File: config.mk
export PLATFORM = sky130hd
export DESIGN_NAME = als_l1_seq
export DESIGN_NICKNAME = d
export VERILOG_FILES = /design/src/als_pkg.sv /design/src/als_wb_slave.sv /design/src/als_cfg_master.sv /design/src/als_l1_seq.sv
export SDC_FILE = /design/constraint.sdc
export NUM_CORES = 1
export LEC_CHECK = 0
export BUFFER_PORTS_ARGS = -buffer_cell sky130_fd_sc_hd__buf_4
export CORE_MARGIN = 2
export CORE_UTILIZATION = 55
export CTS_BUF_LIST = sky130_fd_sc_hd__clkbuf_4 sky130_fd_sc_hd__clkbuf_8
export CTS_CLUSTER_DIAMETER = 150
export DETAILED_ROUTE_END_ITERATION = 10
export GPL_ROUTABILITY_DRIVEN = 0
export PLACE_DENSITY = 0.77
export RECOVER_POWER = 50
export SYNTH_ARGS = -nofsm -noshare
export SYNTH_HDL_FRONTEND = slang
export SYNTH_SLANG_ARGS = --single-unit
export TNS_END_PERCENT = 100
File: constraint.sdc
create_clock -name mclk -period 3.59 [get_ports mclk]
set_clock_uncertainty 0.15 [all_clocks]
set_input_delay 0.1795 -clock mclk [delete_from_list [all_inputs] [get_ports mclk]]
set_output_delay 0.1795 -clock mclk [all_outputs]
set_load 0.02 [all_outputs]
File: src/als_pkg.sv
// ==========================================
// Shared constants of the L1 enable sequencer
// ==========================================
package als_pkg;
	// Standard config constants; the OFS_ offsets are relative to the PCIe capability
	localparam logic [7:0]  CAP_PTR_OFS = 8'h34;      // Head of the capability list
	localparam logic [7:0]  CAP_ID_PCIE = 8'h10;      // PCIe capability identifier
	localparam logic [7:0]  OFS_DEVCAP  = 8'h04;      // Function ability word
	localparam logic [7:0]  OFS_LCAP    = 8'h0c;      // Port ability word
	localparam logic [7:0]  OFS_LCTL    = 8'h10;      // Port control word
	localparam logic [7:0]  PTR_MASK    = 8'hfc;      // Capability pointers are dword aligned
	// Root port registers, absolute offsets
	localparam logic [11:0] ROOT_LCTL   = 12'h068;    // Root port_control_word
	localparam logic [11:0] ROOT_LCAP   = 12'h064;    // Root port_ability_word
	// Field positions
	localparam int          SUP_BIT     = 11;         // low_power_support_bit
	localparam int          EXIT_LSB    = 15;         // wake_delay_code, 3 bits
	localparam int          TOL_LSB     = 9;          // tolerated_wake_delay, 3 bits
	localparam logic [31:0] ENA_MASK    = 32'h0000_0002; // power_state_enable_field bit 1
	// Latency figures in microseconds
	localparam int          BASE_US     = 4;
	localparam int          HOP_US      = 1;
	// Guard against a looped capability list
	localparam logic [5:0]  MAX_HOPS    = 6'h30;
	localparam logic [3:0]  PAR_ROOT    = 4'hf;       // Parent code for the root port
	// Wishbone register word indices (byte offset / 4)
	localparam logic [5:0]  REG_CTRL    = 6'h00;
	localparam logic [5:0]  REG_STAT    = 6'h01;
	localparam logic [5:0]  REG_ROOT    = 6'h02;
	localparam logic [5:0]  REG_SEL     = 6'h03;
	localparam logic [5:0]  REG_DCFG    = 6'h04;
	localparam logic [5:0]  REG_DRES    = 6'h05;
	// Reset value of software registers
	localparam logic [31:0] REG_RST     = 32'h0000_0000;
	// Outcome of a run
	typedef enum logic [2:0] {RES_NONE, RES_FULL, RES_LINKS, RES_NOEP, RES_LAT} als_res_t;
endpackage : als_pkg

File: src/als_wb_slave.sv
`timescale 1ns/100ps
// ==========================================
// Classic Wishbone slave front end
// ==========================================
module als_wb_slave (
	// Clock and reset
	input  wire logic        mclk,
	input  wire logic        rst,
	// Wishbone
	input  wire logic        wb_cyc_i,
	input  wire logic        wb_stb_i,
	input  wire logic        wb_we_i,
	input  wire logic [7:0]  wb_adr_i,
	input  wire logic [31:0] wb_dat_i,
	output logic      [31:0] wb_dat_o,
	output logic             wb_ack_o,
	// Register file side
	input  wire logic [31:0] rd_data_i,
	output logic      [5:0]  idx_o,
	output logic             wr_fire_o,
	output logic      [31:0] wr_data_o
);
	logic        take;       // New access this cycle
	logic        ack_q;      // Ack flop
	logic        ack_d;
	logic [31:0] dat_q;      // Read data flop
	logic [31:0] dat_d;

	// Ack is blocked for one cycle so each request is taken once
	assign take      = wb_cyc_i && wb_stb_i && !ack_q;
	assign idx_o     = wb_adr_i[7:2];
	assign wr_fire_o = take && wb_we_i;
	assign wr_data_o = wb_dat_i;
	assign wb_ack_o  = ack_q;
	assign wb_dat_o  = dat_q;

	// Next answer
	always_comb
	begin
		ack_d = take;
		dat_d = dat_q;
		if (take && !wb_we_i)
			dat_d = rd_data_i;
	end

	// Answer registers
	always_ff @(posedge mclk)
	begin
		if (rst)
		begin
			ack_q <= 1'b0;
			dat_q <= als_pkg::REG_RST;
		end
		else
		begin
			ack_q <= ack_d;
			dat_q <= dat_d;
		end
	end
endmodule : als_wb_slave

File: src/als_cfg_master.sv
`timescale 1ns/100ps
// ==========================================
// Single outstanding configuration access
// ==========================================
module als_cfg_master (
	// Clock and reset
	input  wire logic        mclk,
	input  wire logic        rst,
	// Request from the sequencer
	input  wire logic        go_i,
	input  wire logic        we_i,
	input  wire logic [15:0] tgt_i,
	input  wire logic [11:0] addr_i,
	input  wire logic [31:0] wdata_i,
	output logic             done_o,
	output logic      [31:0] rdata_o,
	// Configuration port
	output logic             cfg_req_o,
	output logic             cfg_we_o,
	output logic      [15:0] cfg_tgt_o,
	output logic      [11:0] cfg_addr_o,
	output logic      [31:0] cfg_wdata_o,
	input  wire logic        cfg_ack_i,
	input  wire logic [31:0] cfg_rdata_i
);
	logic        req_q, req_d;       // Access in flight
	logic        we_q, we_d;
	logic [15:0] tgt_q, tgt_d;
	logic [11:0] adr_q, adr_d;
	logic [31:0] wd_q, wd_d;
	logic        done_q, done_d;     // One-cycle completion pulse
	logic [31:0] rd_q, rd_d;         // Last read data, held until next ack

	assign cfg_req_o   = req_q;
	assign cfg_we_o    = we_q;
	assign cfg_tgt_o   = tgt_q;
	assign cfg_addr_o  = adr_q;
	assign cfg_wdata_o = wd_q;
	assign done_o      = done_q;
	assign rdata_o     = rd_q;

	// Launch, hold until ack, then report
	always_comb
	begin
		req_d  = req_q;
		we_d   = we_q;
		tgt_d  = tgt_q;
		adr_d  = adr_q;
		wd_d   = wd_q;
		done_d = 1'b0;
		rd_d   = rd_q;
		if (!req_q && go_i)
		begin
			req_d = 1'b1;
			we_d  = we_i;
			tgt_d = tgt_i;
			adr_d = addr_i;
			wd_d  = wdata_i;
		end
		else if (req_q && cfg_ack_i)
		begin
			// Read data captured only on the completion itself [RULE_14]
			req_d  = 1'b0;
			done_d = 1'b1;
			rd_d   = cfg_rdata_i;
		end
	end

	// Access registers
	always_ff @(posedge mclk)
	begin
		if (rst)
		begin
			req_q  <= 1'b0;
			we_q   <= 1'b0;
			tgt_q  <= 16'h0000;
			adr_q  <= 12'h000;
			wd_q   <= 32'h0000_0000;
			done_q <= 1'b0;
			rd_q   <= 32'h0000_0000;
		end
		else
		begin
			req_q  <= req_d;
			we_q   <= we_d;
			tgt_q  <= tgt_d;
			adr_q  <= adr_d;
			wd_q   <= wd_d;
			done_q <= done_d;
			rd_q   <= rd_d;
		end
	end
endmodule : als_cfg_master

File: src/als_l1_seq.sv
// What this block does
// [RULE_01] Blacklisted device: find capability, clear enable bit
// [RULE_02] Read support bit 11 of every ability word; blacklisted entries are not read
// [RULE_03] Unsupporting switch below root: go per-link enable
// [RULE_04] Supporting switch below root: evaluate exit latency
// [RULE_05] Endpoint below root: abort unless support set
// [RULE_06] Read each endpoint's three-bit wake delay code; blacklisted entries are not read
// [RULE_07] Effective delay is 4us plus 1us per hop
// [RULE_08] Read tolerated delay, bits 11:9 at offset 4
// [RULE_09] Tolerated below effective ends run, nothing enabled
// [RULE_10] Set bit 1 of root control at 0x68
// [RULE_11] Enable every link whose both ends support it
// [RULE_12] Root port advertises support and exit latency
// [RULE_13] Enabled idle link goes to electrical idle
// [RULE_14] One access at a time, branch after completion
//
// Register access over Wishbone was decided locally.
`timescale 1ns/100ps
// ==========================================
// L1 enable sequencer, top
// ==========================================
module als_l1_seq #(
	parameter int NDEV = 4                   // Hierarchy table entries, at most 15
) (
	// Clock and reset
	input  wire logic        mclk,
	input  wire logic        rst,
	// Wishbone slave
	input  wire logic        wb_cyc_i,
	input  wire logic        wb_stb_i,
	input  wire logic        wb_we_i,
	input  wire logic [7:0]  wb_adr_i,
	input  wire logic [3:0]  wb_sel_i,
	input  wire logic [31:0] wb_dat_i,
	output logic      [31:0] wb_dat_o,
	output logic             wb_ack_o,
	// Configuration access port
	output logic             cfg_req_o,
	output logic             cfg_we_o,
	output logic      [15:0] cfg_tgt_o,
	output logic      [11:0] cfg_addr_o,
	output logic      [31:0] cfg_wdata_o,
	input  wire logic        cfg_ack_i,
	input  wire logic [31:0] cfg_rdata_i
);
	localparam int IW = (NDEV > 1) ? $clog2(NDEV) : 1;

	typedef enum logic [3:0] {S_IDLE, S_RCAP, S_PTR, S_WALK, S_BLRD, S_BLWR, S_LCAP,
		S_DECIDE, S_DCAP, S_RRD, S_RWR, S_LRD, S_LWR} als_st_t;

	// ==========================================
	// Helpers
	// ==========================================
	// Byte-lane merge of a Wishbone write
	function automatic logic [31:0] als_merge(input logic [31:0] old, input logic [31:0] nw,
		input logic [3:0] sel);
		logic [31:0] r;
		r = old;
		for (int b = 0; b < 4; b++)
			if (sel[b])
				r[8*b +: 8] = nw[8*b +: 8];
		return r;
	endfunction : als_merge

	// Tolerated delay code to microseconds, 7 means no limit
	function automatic logic [7:0] als_tol_us(input logic [2:0] c);
		return (c == 3'h7) ? 8'hff : (8'h01 << c);
	endfunction : als_tol_us

	// Effective delay for an endpoint this many links below the root
	function automatic logic [7:0] als_eff_us(input logic [3:0] dep);
		return 8'(als_pkg::BASE_US) + ({4'h0, dep} - 8'h01) * 8'(als_pkg::HOP_US); // [RULE_07]
	endfunction : als_eff_us

	// ==========================================
	// Bus and access engines
	// ==========================================
	logic [31:0] rd_mux;        // Register read value for the addressed word
	logic [5:0]  widx;          // Word index of the access
	logic        wr_fire;       // Write taken this cycle
	logic [31:0] wr_data;
	logic        go;            // Launch a configuration access
	logic        acc_we;
	logic [15:0] acc_tgt;
	logic [11:0] acc_adr;
	logic [31:0] acc_wd;
	logic        cdone;         // Access completed, rdat valid
	logic [31:0] rdat;

	als_wb_slave u_wb (
		.mclk      (mclk),
		.rst       (rst),
		.wb_cyc_i  (wb_cyc_i),
		.wb_stb_i  (wb_stb_i),
		.wb_we_i   (wb_we_i),
		.wb_adr_i  (wb_adr_i),
		.wb_dat_i  (wb_dat_i),
		.wb_dat_o  (wb_dat_o),
		.wb_ack_o  (wb_ack_o),
		.rd_data_i (rd_mux),
		.idx_o     (widx),
		.wr_fire_o (wr_fire),
		.wr_data_o (wr_data)
	);

	als_cfg_master u_cfg (
		.mclk        (mclk),
		.rst         (rst),
		.go_i        (go),
		.we_i        (acc_we),
		.tgt_i       (acc_tgt),
		.addr_i      (acc_adr),
		.wdata_i     (acc_wd),
		.done_o      (cdone),
		.rdata_o     (rdat),
		.cfg_req_o   (cfg_req_o),
		.cfg_we_o    (cfg_we_o),
		.cfg_tgt_o   (cfg_tgt_o),
		.cfg_addr_o  (cfg_addr_o),
		.cfg_wdata_o (cfg_wdata_o),
		.cfg_ack_i   (cfg_ack_i),
		.cfg_rdata_i (cfg_rdata_i)
	);

	// ==========================================
	// Software table
	// ==========================================
	logic [15:0]   root_q, root_d;           // Root port target id
	logic [IW-1:0] sel_q, sel_d;             // Entry picked for table access
	logic [15:0]   tgt_q [NDEV];             // Entry target id
	logic [15:0]   tgt_d [NDEV];
	logic [3:0]    par_q [NDEV];             // Upstream entry, PAR_ROOT for the root
	logic [3:0]    par_d [NDEV];
	logic [3:0]    dep_q [NDEV];             // Links between entry and root
	logic [3:0]    dep_d [NDEV];
	logic          sw_q  [NDEV];             // Entry is a switch port
	logic          sw_d  [NDEV];
	logic          bl_q  [NDEV];             // Entry on the incompatible list
	logic          bl_d  [NDEV];
	logic          vld_q [NDEV];             // Entry in use
	logic          vld_d [NDEV];
	logic          start;                    // Start pulse from software
	logic          busy;
	als_st_t       st_q, st_d;

	assign busy  = (st_q != S_IDLE);
	assign start = wr_fire && (widx == als_pkg::REG_CTRL) && wb_sel_i[0] && wr_data[0];

	// Table writes; refused while a run is going so it sees a stable table
	always_comb
	begin
		logic [31:0] w;
		w      = 32'h0000_0000;
		root_d = root_q;
		sel_d  = sel_q;
		tgt_d  = tgt_q;
		par_d  = par_q;
		dep_d  = dep_q;
		sw_d   = sw_q;
		bl_d   = bl_q;
		vld_d  = vld_q;
		if (wr_fire && !busy)
		begin
			case (widx)
				als_pkg::REG_ROOT:
				begin
					w      = als_merge({16'h0000, root_q}, wr_data, wb_sel_i);
					root_d = w[15:0];
				end
				als_pkg::REG_SEL:
				begin
					w     = als_merge({{(32-IW){1'b0}}, sel_q}, wr_data, wb_sel_i);
					sel_d = w[IW-1:0];
				end
				als_pkg::REG_DCFG:
				begin
					w = als_merge({4'h0, dep_q[sel_q], 1'b0, vld_q[sel_q], bl_q[sel_q],
						sw_q[sel_q], par_q[sel_q], tgt_q[sel_q]}, wr_data, wb_sel_i);
					tgt_d[sel_q] = w[15:0];
					par_d[sel_q] = w[19:16];
					sw_d[sel_q]  = w[20];
					bl_d[sel_q]  = w[21];
					vld_d[sel_q] = w[22];
					dep_d[sel_q] = w[27:24];
				end
				default:
				begin
					// Control, unmapped or read-only word: no table write
				end
			endcase
		end
	end

	// Table registers
	always_ff @(posedge mclk)
	begin
		if (rst)
		begin
			root_q <= 16'h0000;
			sel_q  <= '0;
			for (int i = 0; i < NDEV; i++)
			begin
				tgt_q[i] <= 16'h0000;
				par_q[i] <= als_pkg::PAR_ROOT;
				dep_q[i] <= 4'h1;
				sw_q[i]  <= 1'b0;
				bl_q[i]  <= 1'b0;
				vld_q[i] <= 1'b0;
			end
		end
		else
		begin
			root_q <= root_d;
			sel_q  <= sel_d;
			tgt_q  <= tgt_d;
			par_q  <= par_d;
			dep_q  <= dep_d;
			sw_q   <= sw_d;
			bl_q   <= bl_d;
			vld_q  <= vld_d;
		end
	end

	// ==========================================
	// Sequencer
	// ==========================================
	logic [IW-1:0]      idx_q, idx_d;        // Entry being worked on
	logic [7:0]         ptr_q, ptr_d;        // Capability list cursor
	logic [5:0]         hop_q, hop_d;        // List steps taken
	logic               iss_q, iss_d;        // Access in flight
	logic               rsup_q, rsup_d;      // Root advertises support
	als_pkg::als_res_t  res_q, res_d;
	logic [7:0]         cap_q [NDEV];        // PCIe capability pointer per entry
	logic [7:0]         cap_d [NDEV];
	logic               cok_q [NDEV];        // Capability found
	logic               cok_d [NDEV];
	logic               sup_q [NDEV];        // Support bit as read
	logic               sup_d [NDEV];
	logic               en_q  [NDEV];        // Link enable written
	logic               en_d  [NDEV];
	logic [2:0]         ext_q [NDEV];        // Wake delay code
	logic [2:0]         ext_d [NDEV];
	logic [2:0]         tol_q [NDEV];        // Tolerated delay code
	logic [2:0]         tol_d [NDEV];
	logic               last, psup, el, acc;
	logic [7:0]         nxt;
	logic [7:0]         cap;

	assign last = (idx_q == IW'(NDEV - 1));
	assign cap  = cap_q[idx_q];
	assign nxt  = rdat[15:8] & als_pkg::PTR_MASK;
	// Upstream end of this entry's link
	assign psup = (par_q[idx_q] == als_pkg::PAR_ROOT) ? rsup_q :
		(par_q[idx_q] < 4'(NDEV)) ? sup_q[par_q[idx_q][IW-1:0]] : 1'b0;

	// Access descriptor, eligibility and next state
	always_comb
	begin
		st_d   = st_q;
		idx_d  = idx_q;
		ptr_d  = ptr_q;
		hop_d  = hop_q;
		iss_d  = iss_q;
		rsup_d = rsup_q;
		res_d  = res_q;
		cap_d  = cap_q;
		cok_d  = cok_q;
		sup_d  = sup_q;
		en_d   = en_q;
		ext_d  = ext_q;
		tol_d  = tol_q;
		acc    = 1'b1;
		el     = vld_q[idx_q];
		acc_we = 1'b0;
		acc_tgt = tgt_q[idx_q];
		acc_wd = 32'h0000_0000;
		acc_adr = {4'h0, cap + als_pkg::OFS_LCTL};
		case (st_q)
			S_RCAP, S_RRD: begin acc_tgt = root_q; el = 1'b1;
				acc_adr = (st_q == S_RCAP) ? als_pkg::ROOT_LCAP : als_pkg::ROOT_LCTL; end
			S_RWR: begin acc_tgt = root_q; el = 1'b1; acc_we = 1'b1;
				acc_adr = als_pkg::ROOT_LCTL; acc_wd = rdat | als_pkg::ENA_MASK; end  // [RULE_10]
			S_PTR: acc_adr = {4'h0, als_pkg::CAP_PTR_OFS};
			S_WALK: acc_adr = {4'h0, ptr_q};
			S_BLWR: begin acc_we = 1'b1; acc_wd = rdat & ~als_pkg::ENA_MASK; end  // [RULE_01]
			S_LCAP: acc_adr = {4'h0, cap + als_pkg::OFS_LCAP};
			S_DCAP: begin acc_adr = {4'h0, cap + als_pkg::OFS_DEVCAP};
				el = vld_q[idx_q] && !sw_q[idx_q] && !bl_q[idx_q] && cok_q[idx_q]; end
			S_LRD: el = vld_q[idx_q] && !bl_q[idx_q] && sup_q[idx_q] && psup;  // [RULE_11]
			S_LWR: begin acc_we = 1'b1; acc_wd = rdat | als_pkg::ENA_MASK; end  // [RULE_11]
			S_BLRD: ;
			default: begin acc = 1'b0; el = 1'b0; end
		endcase
		// One access at a time, launched only when none is pending [RULE_14]
		go = acc && el && !iss_q;
		if (go)
			iss_d = 1'b1;
		if (cdone)
			iss_d = 1'b0;

		case (st_q)
			S_IDLE:
				if (start)
				begin
					idx_d = '0;
					res_d = als_pkg::RES_NONE;
					for (int i = 0; i < NDEV; i++)
					begin
						cok_d[i] = 1'b0;
						sup_d[i] = 1'b0;
						en_d[i]  = 1'b0;
					end
					st_d = S_RCAP;
				end
			S_RCAP:
				if (cdone)
				begin
					rsup_d = rdat[als_pkg::SUP_BIT];
					st_d   = S_PTR;
				end
			S_PTR:
				// Skip unused entries; a zero list head means no capability
				if (!el || (cdone && (rdat[7:0] & als_pkg::PTR_MASK) == 8'h00))
				begin
					idx_d = last ? idx_q : idx_q + IW'(1);
					st_d  = last ? S_DECIDE : S_PTR;
				end
				else if (cdone)
				begin
					ptr_d = rdat[7:0] & als_pkg::PTR_MASK;
					hop_d = 6'h00;
					st_d  = S_WALK;
				end
			S_WALK:
				if (cdone)
				begin
					if (rdat[7:0] == als_pkg::CAP_ID_PCIE)
					begin
						// Capability located by walking the list [RULE_01]
						cap_d[idx_q] = ptr_q;
						cok_d[idx_q] = 1'b1;
						st_d = bl_q[idx_q] ? S_BLRD : S_LCAP;
					end
					else if (nxt == 8'h00 || hop_q == als_pkg::MAX_HOPS)
					begin
						// End of list or a looped list: entry stays unsupported
						idx_d = last ? idx_q : idx_q + IW'(1);
						st_d  = last ? S_DECIDE : S_PTR;
					end
					else
					begin
						ptr_d = nxt;
						hop_d = hop_q + 6'h01;
					end
				end
			S_BLRD:
				if (cdone)
					st_d = S_BLWR;
			S_BLWR, S_LCAP:
				if (cdone)
				begin
					if (st_q == S_LCAP)
					begin
						sup_d[idx_q] = rdat[als_pkg::SUP_BIT];          // [RULE_02]
						ext_d[idx_q] = rdat[als_pkg::EXIT_LSB +: 3];     // [RULE_06]
					end
					idx_d = last ? idx_q : idx_q + IW'(1);
					st_d  = last ? S_DECIDE : S_PTR;
				end
			S_DECIDE:
			begin
				idx_d = '0;
				if (vld_q[0] && sw_q[0] && !sup_q[0])
				begin
					res_d = als_pkg::RES_LINKS;                       // [RULE_03]
					st_d  = S_LRD;
				end
				else if (vld_q[0] && sup_q[0])
					st_d = S_DCAP;                                    // [RULE_04] [RULE_05]
				else
				begin
					res_d = als_pkg::RES_NOEP;                        // [RULE_05]
					st_d  = S_IDLE;
				end
			end
			S_DCAP:
				if (cdone && als_tol_us(rdat[als_pkg::TOL_LSB +: 3]) < als_eff_us(dep_q[idx_q]))
				begin
					tol_d[idx_q] = rdat[als_pkg::TOL_LSB +: 3];       // [RULE_08]
					res_d = als_pkg::RES_LAT;                         // [RULE_09]
					st_d  = S_IDLE;
				end
				else if (!el || cdone)
				begin
					if (cdone)
						tol_d[idx_q] = rdat[als_pkg::TOL_LSB +: 3];   // [RULE_08]
					idx_d = last ? idx_q : idx_q + IW'(1);
					st_d  = last ? S_RRD : S_DCAP;                    // [RULE_09]
				end
			S_RRD:
				if (cdone)
					st_d = S_RWR;
			S_RWR:
				if (cdone)
				begin
					res_d = als_pkg::RES_FULL;
					idx_d = '0;
					st_d  = S_LRD;
				end
			S_LRD:
				if (!el)
				begin
					idx_d = last ? idx_q : idx_q + IW'(1);
					st_d  = last ? S_IDLE : S_LRD;
				end
				else if (cdone)
					st_d = S_LWR;
			S_LWR:
				if (cdone)
				begin
					en_d[idx_q] = 1'b1;
					idx_d = last ? idx_q : idx_q + IW'(1);
					st_d  = last ? S_IDLE : S_LRD;
				end
			default:
				st_d = S_IDLE;
		endcase
	end

	// Sequencer registers
	always_ff @(posedge mclk)
	begin
		if (rst)
		begin
			st_q   <= S_IDLE;
			idx_q  <= '0;
			ptr_q  <= 8'h00;
			hop_q  <= 6'h00;
			iss_q  <= 1'b0;
			rsup_q <= 1'b0;
			res_q  <= als_pkg::RES_NONE;
			for (int i = 0; i < NDEV; i++)
			begin
				cap_q[i] <= 8'h00;
				cok_q[i] <= 1'b0;
				sup_q[i] <= 1'b0;
				en_q[i]  <= 1'b0;
				ext_q[i] <= 3'h0;
				tol_q[i] <= 3'h0;
			end
		end
		else
		begin
			st_q   <= st_d;
			idx_q  <= idx_d;
			ptr_q  <= ptr_d;
			hop_q  <= hop_d;
			iss_q  <= iss_d;
			rsup_q <= rsup_d;
			res_q  <= res_d;
			cap_q  <= cap_d;
			cok_q  <= cok_d;
			sup_q  <= sup_d;
			en_q   <= en_d;
			ext_q  <= ext_d;
			tol_q  <= tol_d;
		end
	end

	// ==========================================
	// Register read mux
	// ==========================================
	always_comb
	begin
		case (widx)
			als_pkg::REG_STAT: rd_mux = {27'h0, rsup_q, res_q, busy};
			als_pkg::REG_ROOT: rd_mux = {16'h0000, root_q};
			als_pkg::REG_SEL:  rd_mux = {{(32-IW){1'b0}}, sel_q};
			als_pkg::REG_DCFG: rd_mux = {4'h0, dep_q[sel_q], 1'b0, vld_q[sel_q], bl_q[sel_q],
				sw_q[sel_q], par_q[sel_q], tgt_q[sel_q]};
			als_pkg::REG_DRES: rd_mux = {13'h0, tol_q[sel_q], 1'b0, ext_q[sel_q], 1'b0,
				en_q[sel_q], sup_q[sel_q], cok_q[sel_q], cap_q[sel_q]};
			default:           rd_mux = 32'h0000_0000;
		endcase
	end
endmodule : als_l1_seq

==> results.yml, run 1 <==
drt:
  drt_pre_antenna_iters: 8
  wl_per_cell_microns: 19.72
  vias: 14120
  drtAntennaViolNets: 0
  routed_via_density: 6.159
  drt-total-wl_mm: 45.23
  route.detailed.drc: 0
  drtIter0Drc: 1515
timing:
  slew_headroom: -0.4673
  slew_viol_final: 97
  fin_ws_ps: 176.4
  period_share: 0.9509
  tns_ps: 0
  setup_viol: 0
  fmax_mhz: 292.9
  min_period_ps: 3414
  hold_viol_final: 0
  tightest_slew_ps: 2201
  rsz0062_at_grt: "no"
floorplan:
  die_y_microns: 172.0
  start_util: 0.5585
  die_area_sq_um: 29570
  num_io_pins: 177
  fp.dieW_microns: 172.0
  core_sq_um: 27780
  fp-row-count: 61
worst_setup_path:
  slowest_stage: "or4_1"
  cp_num_buf_inv: 2
  cp_top_family: "simple AND/OR/NAND/NOR gates"
  arrival_ps: 3760
  worst_ep_required_time_ps: 3930
  crit_chain: "or4_1 > nor2_1 > buf_4 > and3_1 > mux2i_1 > nor2_1 > dlygate4sd3_1"
  critPathMaxFanout: 23
  critPathKind: "register to register"
  crit_top_cell: "nor2_1"
  crit_path_end_kind: "register"
  cpPeakStageDelay_ps: 700
  cp-startpoint: "st_q[1]$_SDFFE_PP0P_"
  start_kind: "register"
  r2r-start: "st_q[1]$_SDFFE_PP0P_"
synthesis:
  synth.distinct_cells: 77
  avgSynthCellArea_sq_um: 9.421
  netlist_area_sq_um: 15520
  synth_top_area_share: 0.4206
  yosys_warnings: 0
  synth-main-ff-cell: "dfxtp_1"
  synth_seq_cells: 326
  syn_inst: 1647
  synth_edf_count: 0
  yosysSeqAreaShare: 0.4206
  synthMostInstantiatedCell: "dfxtp_1"
  async_reset_ff_frac: 0
  synth.top_cells.by_area: "dfxtp_1 42%, mux4_2 11%, a211oi_1 5.4%, nor2_1 5.2%, mux2i_1 4.4%"
  ys_top_cells_by_count: "326 x dfxtp_1, 217 x nor2_1, 130 x a21oi_1, 130 x nand2_1, 112 x a211oi_1"
  synth_area_leader_cell: "dfxtp_1"
global_route:
  grt_busiest_layer: "met2"
  grt_use_met1: 0.4041
  grt_overflow_total: 0
  antenna_found_initial: 0
  grt_use_total: 0.2992
  grt_pass1_vias: 13170
  grt_pass1_wl_mm: 70.28
  use_met3: 0.05631
  grt_start_max_net_pins: 98
  use_met2: 0.4769
clock_network:
  clockBufferDepth: 3
  clock_sinks: 326
  clk_latency_ps: 600
  cts_tree: "yes"
  clk_pin_slew_worst_paths_ps: 70
  cts_made_buffers: 54
  clockRootBuffer: "clkbuf_8"
  htreeDepth: 2
final_layout:
  areaGrowthSynthToFinish_pct: 22.03
  n_antenna_cell: 0
  layout-drive-gt1-share: 0.1781
  nFillCells: 2228
  fin_nets: 1968
placed_design:
  post-place-ws_ps: 176.8
  dp_hpwl_mm: 29.56
  portBuffers: 158
hold_path:
  hp-start: "wb_adr_i[4]"
  min-delay-path-class: "primary input to register"
run_status:
  violations: "capacitance limit, slew limit"
  status: "finished, violations left"
power_and_ir_drop:
  vdd_drop_max_v: 0.0003428
  power.density_nw_per_um2: 478.4
  leakage_nw: 6.518
run:
  maxCapViolCount: 1
[timing repair]
item | 4_1_cts | 5_1_grt
hold endpoints to repair | 180 | 0
setup endpoints to repair | 0 | 6
resized for setup | 0 | 8
hold buffers | 87 | 0
buffers inserted | 0 | 0
[layout make-up]
| type | count | area [sq um] | area share |
|---|---|---|---|
| flip-flops and latches | 326 | 6533 | 0.3450 |
| clock inverters | 10 | 86.33 | 0.004560 |
| multi-input cells | 1159 | 8324 | 0.4396 |
| repair buffers | 314 | 2328 | 0.1230 |
| clock buffers | 91 | 1134 | 0.05987 |
| well taps | 378 | 473.0 | 0.02498 |
| inverters | 15 | 56.30 | 0.002974 |
[flip-flops by register name, summed over array words and instances, names as in the netlist, 6 cells and up]
signal	flops
cap_q	24
dep_q	16
ext_q	12
hop_q	6
par_q	16
ptr_q	6
root_q	16
tgt_q	64
tol_q	12
u_cfg.cfg_addr_o	6
u_cfg.cfg_tgt_o	16
u_cfg.cfg_wdata_o	32
u_cfg.rdata_o	32
u_wb.wb_dat_o	27
[path summary, 6_finish.rpt]
path | slack [ps] | to | cells past startpoint
worst min register to register | 300 | tol_q[0]$_SDFFE_PP0P_ | 2
worst max-delay path | 180 | root_q[3]$_SDFFE_PP0P_ | 7
worst min-delay path | 30 | u_wb.wb_dat_o[6]$_SDFFE_PP0P_ | 5
worst max register to register | 180 | root_q[3]$_SDFFE_PP0P_ | 7
[through the flow]
step | utilization | hold slack (ps) | cells | total power [W] | area [sq um]
floorplan | - | 155.2 | 1657 | 0.004881 | 15550
global placement | 0.6192 | 239.8 | 2105 | 0.005456 | 17200
detailed placement | 0.6192 | 243.6 | 2105 | 0.005485 | 17200
CTS | 0.6944 | 4.566 | 2293 | 0.009110 | 19290
global route | 0.6815 | 38.60 | 2293 | 0.009388 | 18930
finish | 0.6815 | 33.67 | 2293 | 0.009058 | 18930
[power by group]
part           switching [W]  internal [W]  total, W
Combinational       0.000953      0.000633   0.00159
Clock                0.00153       0.00206   0.00360
Sequential          0.000132       0.00374   0.00388
Total                0.00262       0.00644   0.00906
[per-layer routing]
metal,share of wire,up-vias
li1,-,6584
met1,0.42,6737
met2,0.46,681
met3,0.089,121
met4,0.036,0
met5,0,-
[placed cells by master, fill, tap and decap left out, types with 5 or more instances in the layout]
cell	netlist	final
dfxtp_1	326	323
nor2_1	217	213
nand2_1	130	130
a21oi_1	130	129
buf_4	15	121
a211oi_1	112	112
clkbuf_1	108	91
dlygate4sd3_1	0	87
mux4_2	75	75
nand3_1	75	75
clkbuf_8	0	72
mux2i_1	68	68
a22o_1	63	63
o21ai_0	32	31
a211o_1	21	21
a311oi_1	19	19
clkbuf_4	0	19
a22oi_1	17	17
inv_1	15	15
nor3_1	15	15
ha_1	15	14
conb_1	1	11
nand2b_1	10	10
nand4_1	9	9
o31ai_1	8	8
buf_12	0	8
or4_1	7	7
a31oi_1	7	7
o211ai_1	7	7
a221oi_1	7	7
and3_1	6	6
and2_1	7	6
o21a_1	6	6
clkinv_2	0	6
nor2_2	1	5
xnor2_1	5	5
nor3b_1	6	5
or3_1	5	5
clkbuf_2	1	5
[tightest hold or removal path: stages]
cell,delay [ps]
buf_4,130
nor3_2,50
buf_4,210
nand2_1,90
a311oi_1,70
[kinds of logic (layout without fill, tap and decap cells)]
group           Yosys count  count (layout)  synth area share
simple gates            516             516            0.1495
compound gates          463             463            0.2093
flops                   326             326            0.4206
buf+inv                 172             430           0.04806
mux                     145             145            0.1544
fa+ha+maj                16              16           0.01339
xor+xnor                  8               8          0.004516
other cells               1              11         0.0002417
Note: power is estimated with default switching activity, not from simulation.
==> run 2, diff against run 1 <==
CELL_PAD_IN_SITES_DETAIL_PLACEMENT = 0   (was unset)
CELL_PAD_IN_SITES_GLOBAL_PLACEMENT = 1   (was unset)
CORE_UTILIZATION = 51   (was 55)
PLACE_DENSITY = 0.87   (was 0.77)
clock period = 4.1 ns   (was 3.59 ns; I/O delays follow)
==> results.yml, run 2 (synthesis gave the netlist of run 1 again) <==
run_status:
  status: "finished, violations left"
  violations: "capacitance limit, slew limit"
clock_network:
  cts_tree: "yes"
  clockBufferDepth: 3
  cts_resized: 0
  clockRootBuffer: "clkbuf_8"
  cts_made_buffers: 53
  clk_pin_slew_worst_paths_ps: 60
  clk_latency_ps: 590
  clock_sinks: 326
  htreeDepth: 2
  post_cts_buffers: 0
final_layout:
  final_cell_mix: "324 x dfxtp_1, 214 x nor2_1, 130 x nand2_1"
  multiInputGateArea_sq_um: 8329
  top_register: "tgt_q"
  fin_nets: 1931
  largest_reg_flops: 64
  layout.cells.non_filler: 2263
  final_util: 0.6184
  layout-drive-gt1-share: 0.1687
  areaGrowthSynthToFinish_pct: 18.75
  nFillCells: 2658
  layout.cells.most_common: "dfxtp_1"
  seq_area_sq_um: 6529
  n_antenna_cell: 0
global_route:
  grt_busiest_layer: "met2"
  grt_use_met1: 0.3940
  grt_use_total: 0.2778
  use_met3: 0.04753
  antenna_found_initial: 0
  grt_start_max_net_pins: 136
  grt_pass1_vias: 12800
  use_met2: 0.4307
  grt_overflow_total: 0
  grt_pass1_wl_mm: 69.86
timing:
  tightest_slew_ps: 3032
  min_period_ps: 3749
  fmax_mhz: 266.7
  slew_headroom: -1.022
  setup_viol: 0
  period_share: 0.9144
  fin_ws_ps: 350.8
  rsz0062_at_grt: "no"
  tns_ps: 0
  hold_viol_final: 0
  slew_viol_final: 243
worst_setup_path:
  start_kind: "primary input"
  r2r-start: "sel_q[1]$_SDFFE_PP0P_"
  cp_num_buf_inv: 2
  r2r_setup_slack_ps: 410
  crit_top_cell: "clkbuf_2"
  crit_chain: "clkbuf_2 > clkbuf_2 > nor2_1"
  arrival_ps: 4000
  critical_path_depth: 3
  critPathKind: "primary input to register"
  timing.rr.end: "dep_q[0]$_SDFFE_PP1P_"
  reg2reg_depth: 6
  critPathMaxFanout: 135
  cp_top_family: "buffers and inverters"
  cpPeakStageDelay_ps: 2010
  crit_path_end_kind: "register"
  slowest_stage: "clkbuf_2"
  worst_ep_required_time_ps: 4350
drt:
  drt_pre_antenna_iters: 5
  wl_per_cell_microns: 19.80
  drt-total-wl_mm: 44.82
  route.detailed.drc: 0
  drtAntennaViolNets: 0
  routed_via_density: 6.114
  drtIter0Drc: 1448
  vias: 13840
power_and_ir_drop:
  power.density_nw_per_um2: 410.7
  leakage_nw: 6.239
  vdd_drop_max_v: 0.0002641
floorplan:
  num_io_pins: 177
  core_sq_um: 29800
  fp-row-count: 63
  start_util: 0.5207
  die_y_microns: 178.4
  fp.dieW_microns: 178.4
  die_area_sq_um: 31840
placed_design:
  portBuffers: 158
  dp_hpwl_mm: 30.27
  placed_cells: 2100
  post-place-ws_ps: 510.0
hold_path:
  hp-start: "cfg_ack_i"
  whs_path_depth: 3
  min_to: "u_cfg.cfg_req_o$_SDFFE_PP0P_"
  min-delay-path-class: "primary input to register"
run:
  maxCapViolCount: 3
run 2: cell count changes in the layout (fill, tap and decap cells not counted), moves of 5 or more:
cell           previous run  this run
buf_12                    8         2
buf_4                   121       114
clkbuf_8                 72        64
clkinv_2                  6        11
dlygate4sd3_1            87        68
run 2: per-layer routing:
metal	vias up	part of all wire
met2	565	0.45
li1	6493	-
met5	-	0
met1	6710	0.45
met3	68	0.075
met4	0	0.026
run 2: cell type report:
class,instances,share of cell area
flip-flops and latches,326,0.3543
inverters,15,0.003056
multi-input cells,1159,0.4521
clock inverters,14,0.004414
repair buffers,278,0.1049
clock buffers,81,0.05473
well taps,390,0.02648
run 2: worst min-delay path: cells and delay by family:
family,cells,cell delay (ps)
AO/OA/AOI/OAI,2,410
buffers and inverters,1,100
run 2: how the worst max path moves through the flow:
stage	from	to	slack [ps]
after CTS	idx_q[0]$_SDFFE_PP0P_	st_q[3]$_SDFFE_PP0P_	510
after detailed placement	idx_q[0]$_SDFFE_PP0P_	res_q[1]$_SDFFE_PP0P_	510
after floorplan	idx_q[0]$_SDFFE_PP0P_	res_q[1]$_SDFFE_PP0P_	630
after global routing	idx_q[0]$_SDFFE_PP0P_	st_q[3]$_SDFFE_PP0P_	220
final	rst	u_wb.wb_dat_o[11]$_SDFFE_PP0P_	350
after global placement	idx_q[0]$_SDFFE_PP0P_	res_q[1]$_SDFFE_PP0P_	530
run 2: stage by stage:
| step | instance area, sq um | total power (W) | hold slack [ps] |
|---|---|---|---|
| 6_report | 18430 | 0.007568 | 54.26 |
| 5_1_grt | 18430 | 0.007884 | 50.87 |
| 4_1_cts | 18780 | 0.007667 | 16.13 |
| 3_5_place_dp | 17010 | 0.004744 | 270.2 |
| 3_3_place_gp | 17010 | 0.004731 | 265.3 |
| 2_1_floorplan | 15550 | 0.004274 | 180.7 |
run 2: timing repair:
item / in CTS / in global routing
endpoints found under the hold margin: 170 / 0
endpoints found under the setup margin: 0 / 0
hold buffers: 68 / 0
run 2: power by group:
part	internal (W)	total (W)	leakage (nW)	switching (W)
sequential	0.00328	0.00339	2.63	0.000111
combinational	0.000493	0.00129	3.02	0.000799
clock	0.00157	0.00289	0.588	0.00132
total	0.00534	0.00757	6.24	0.00223
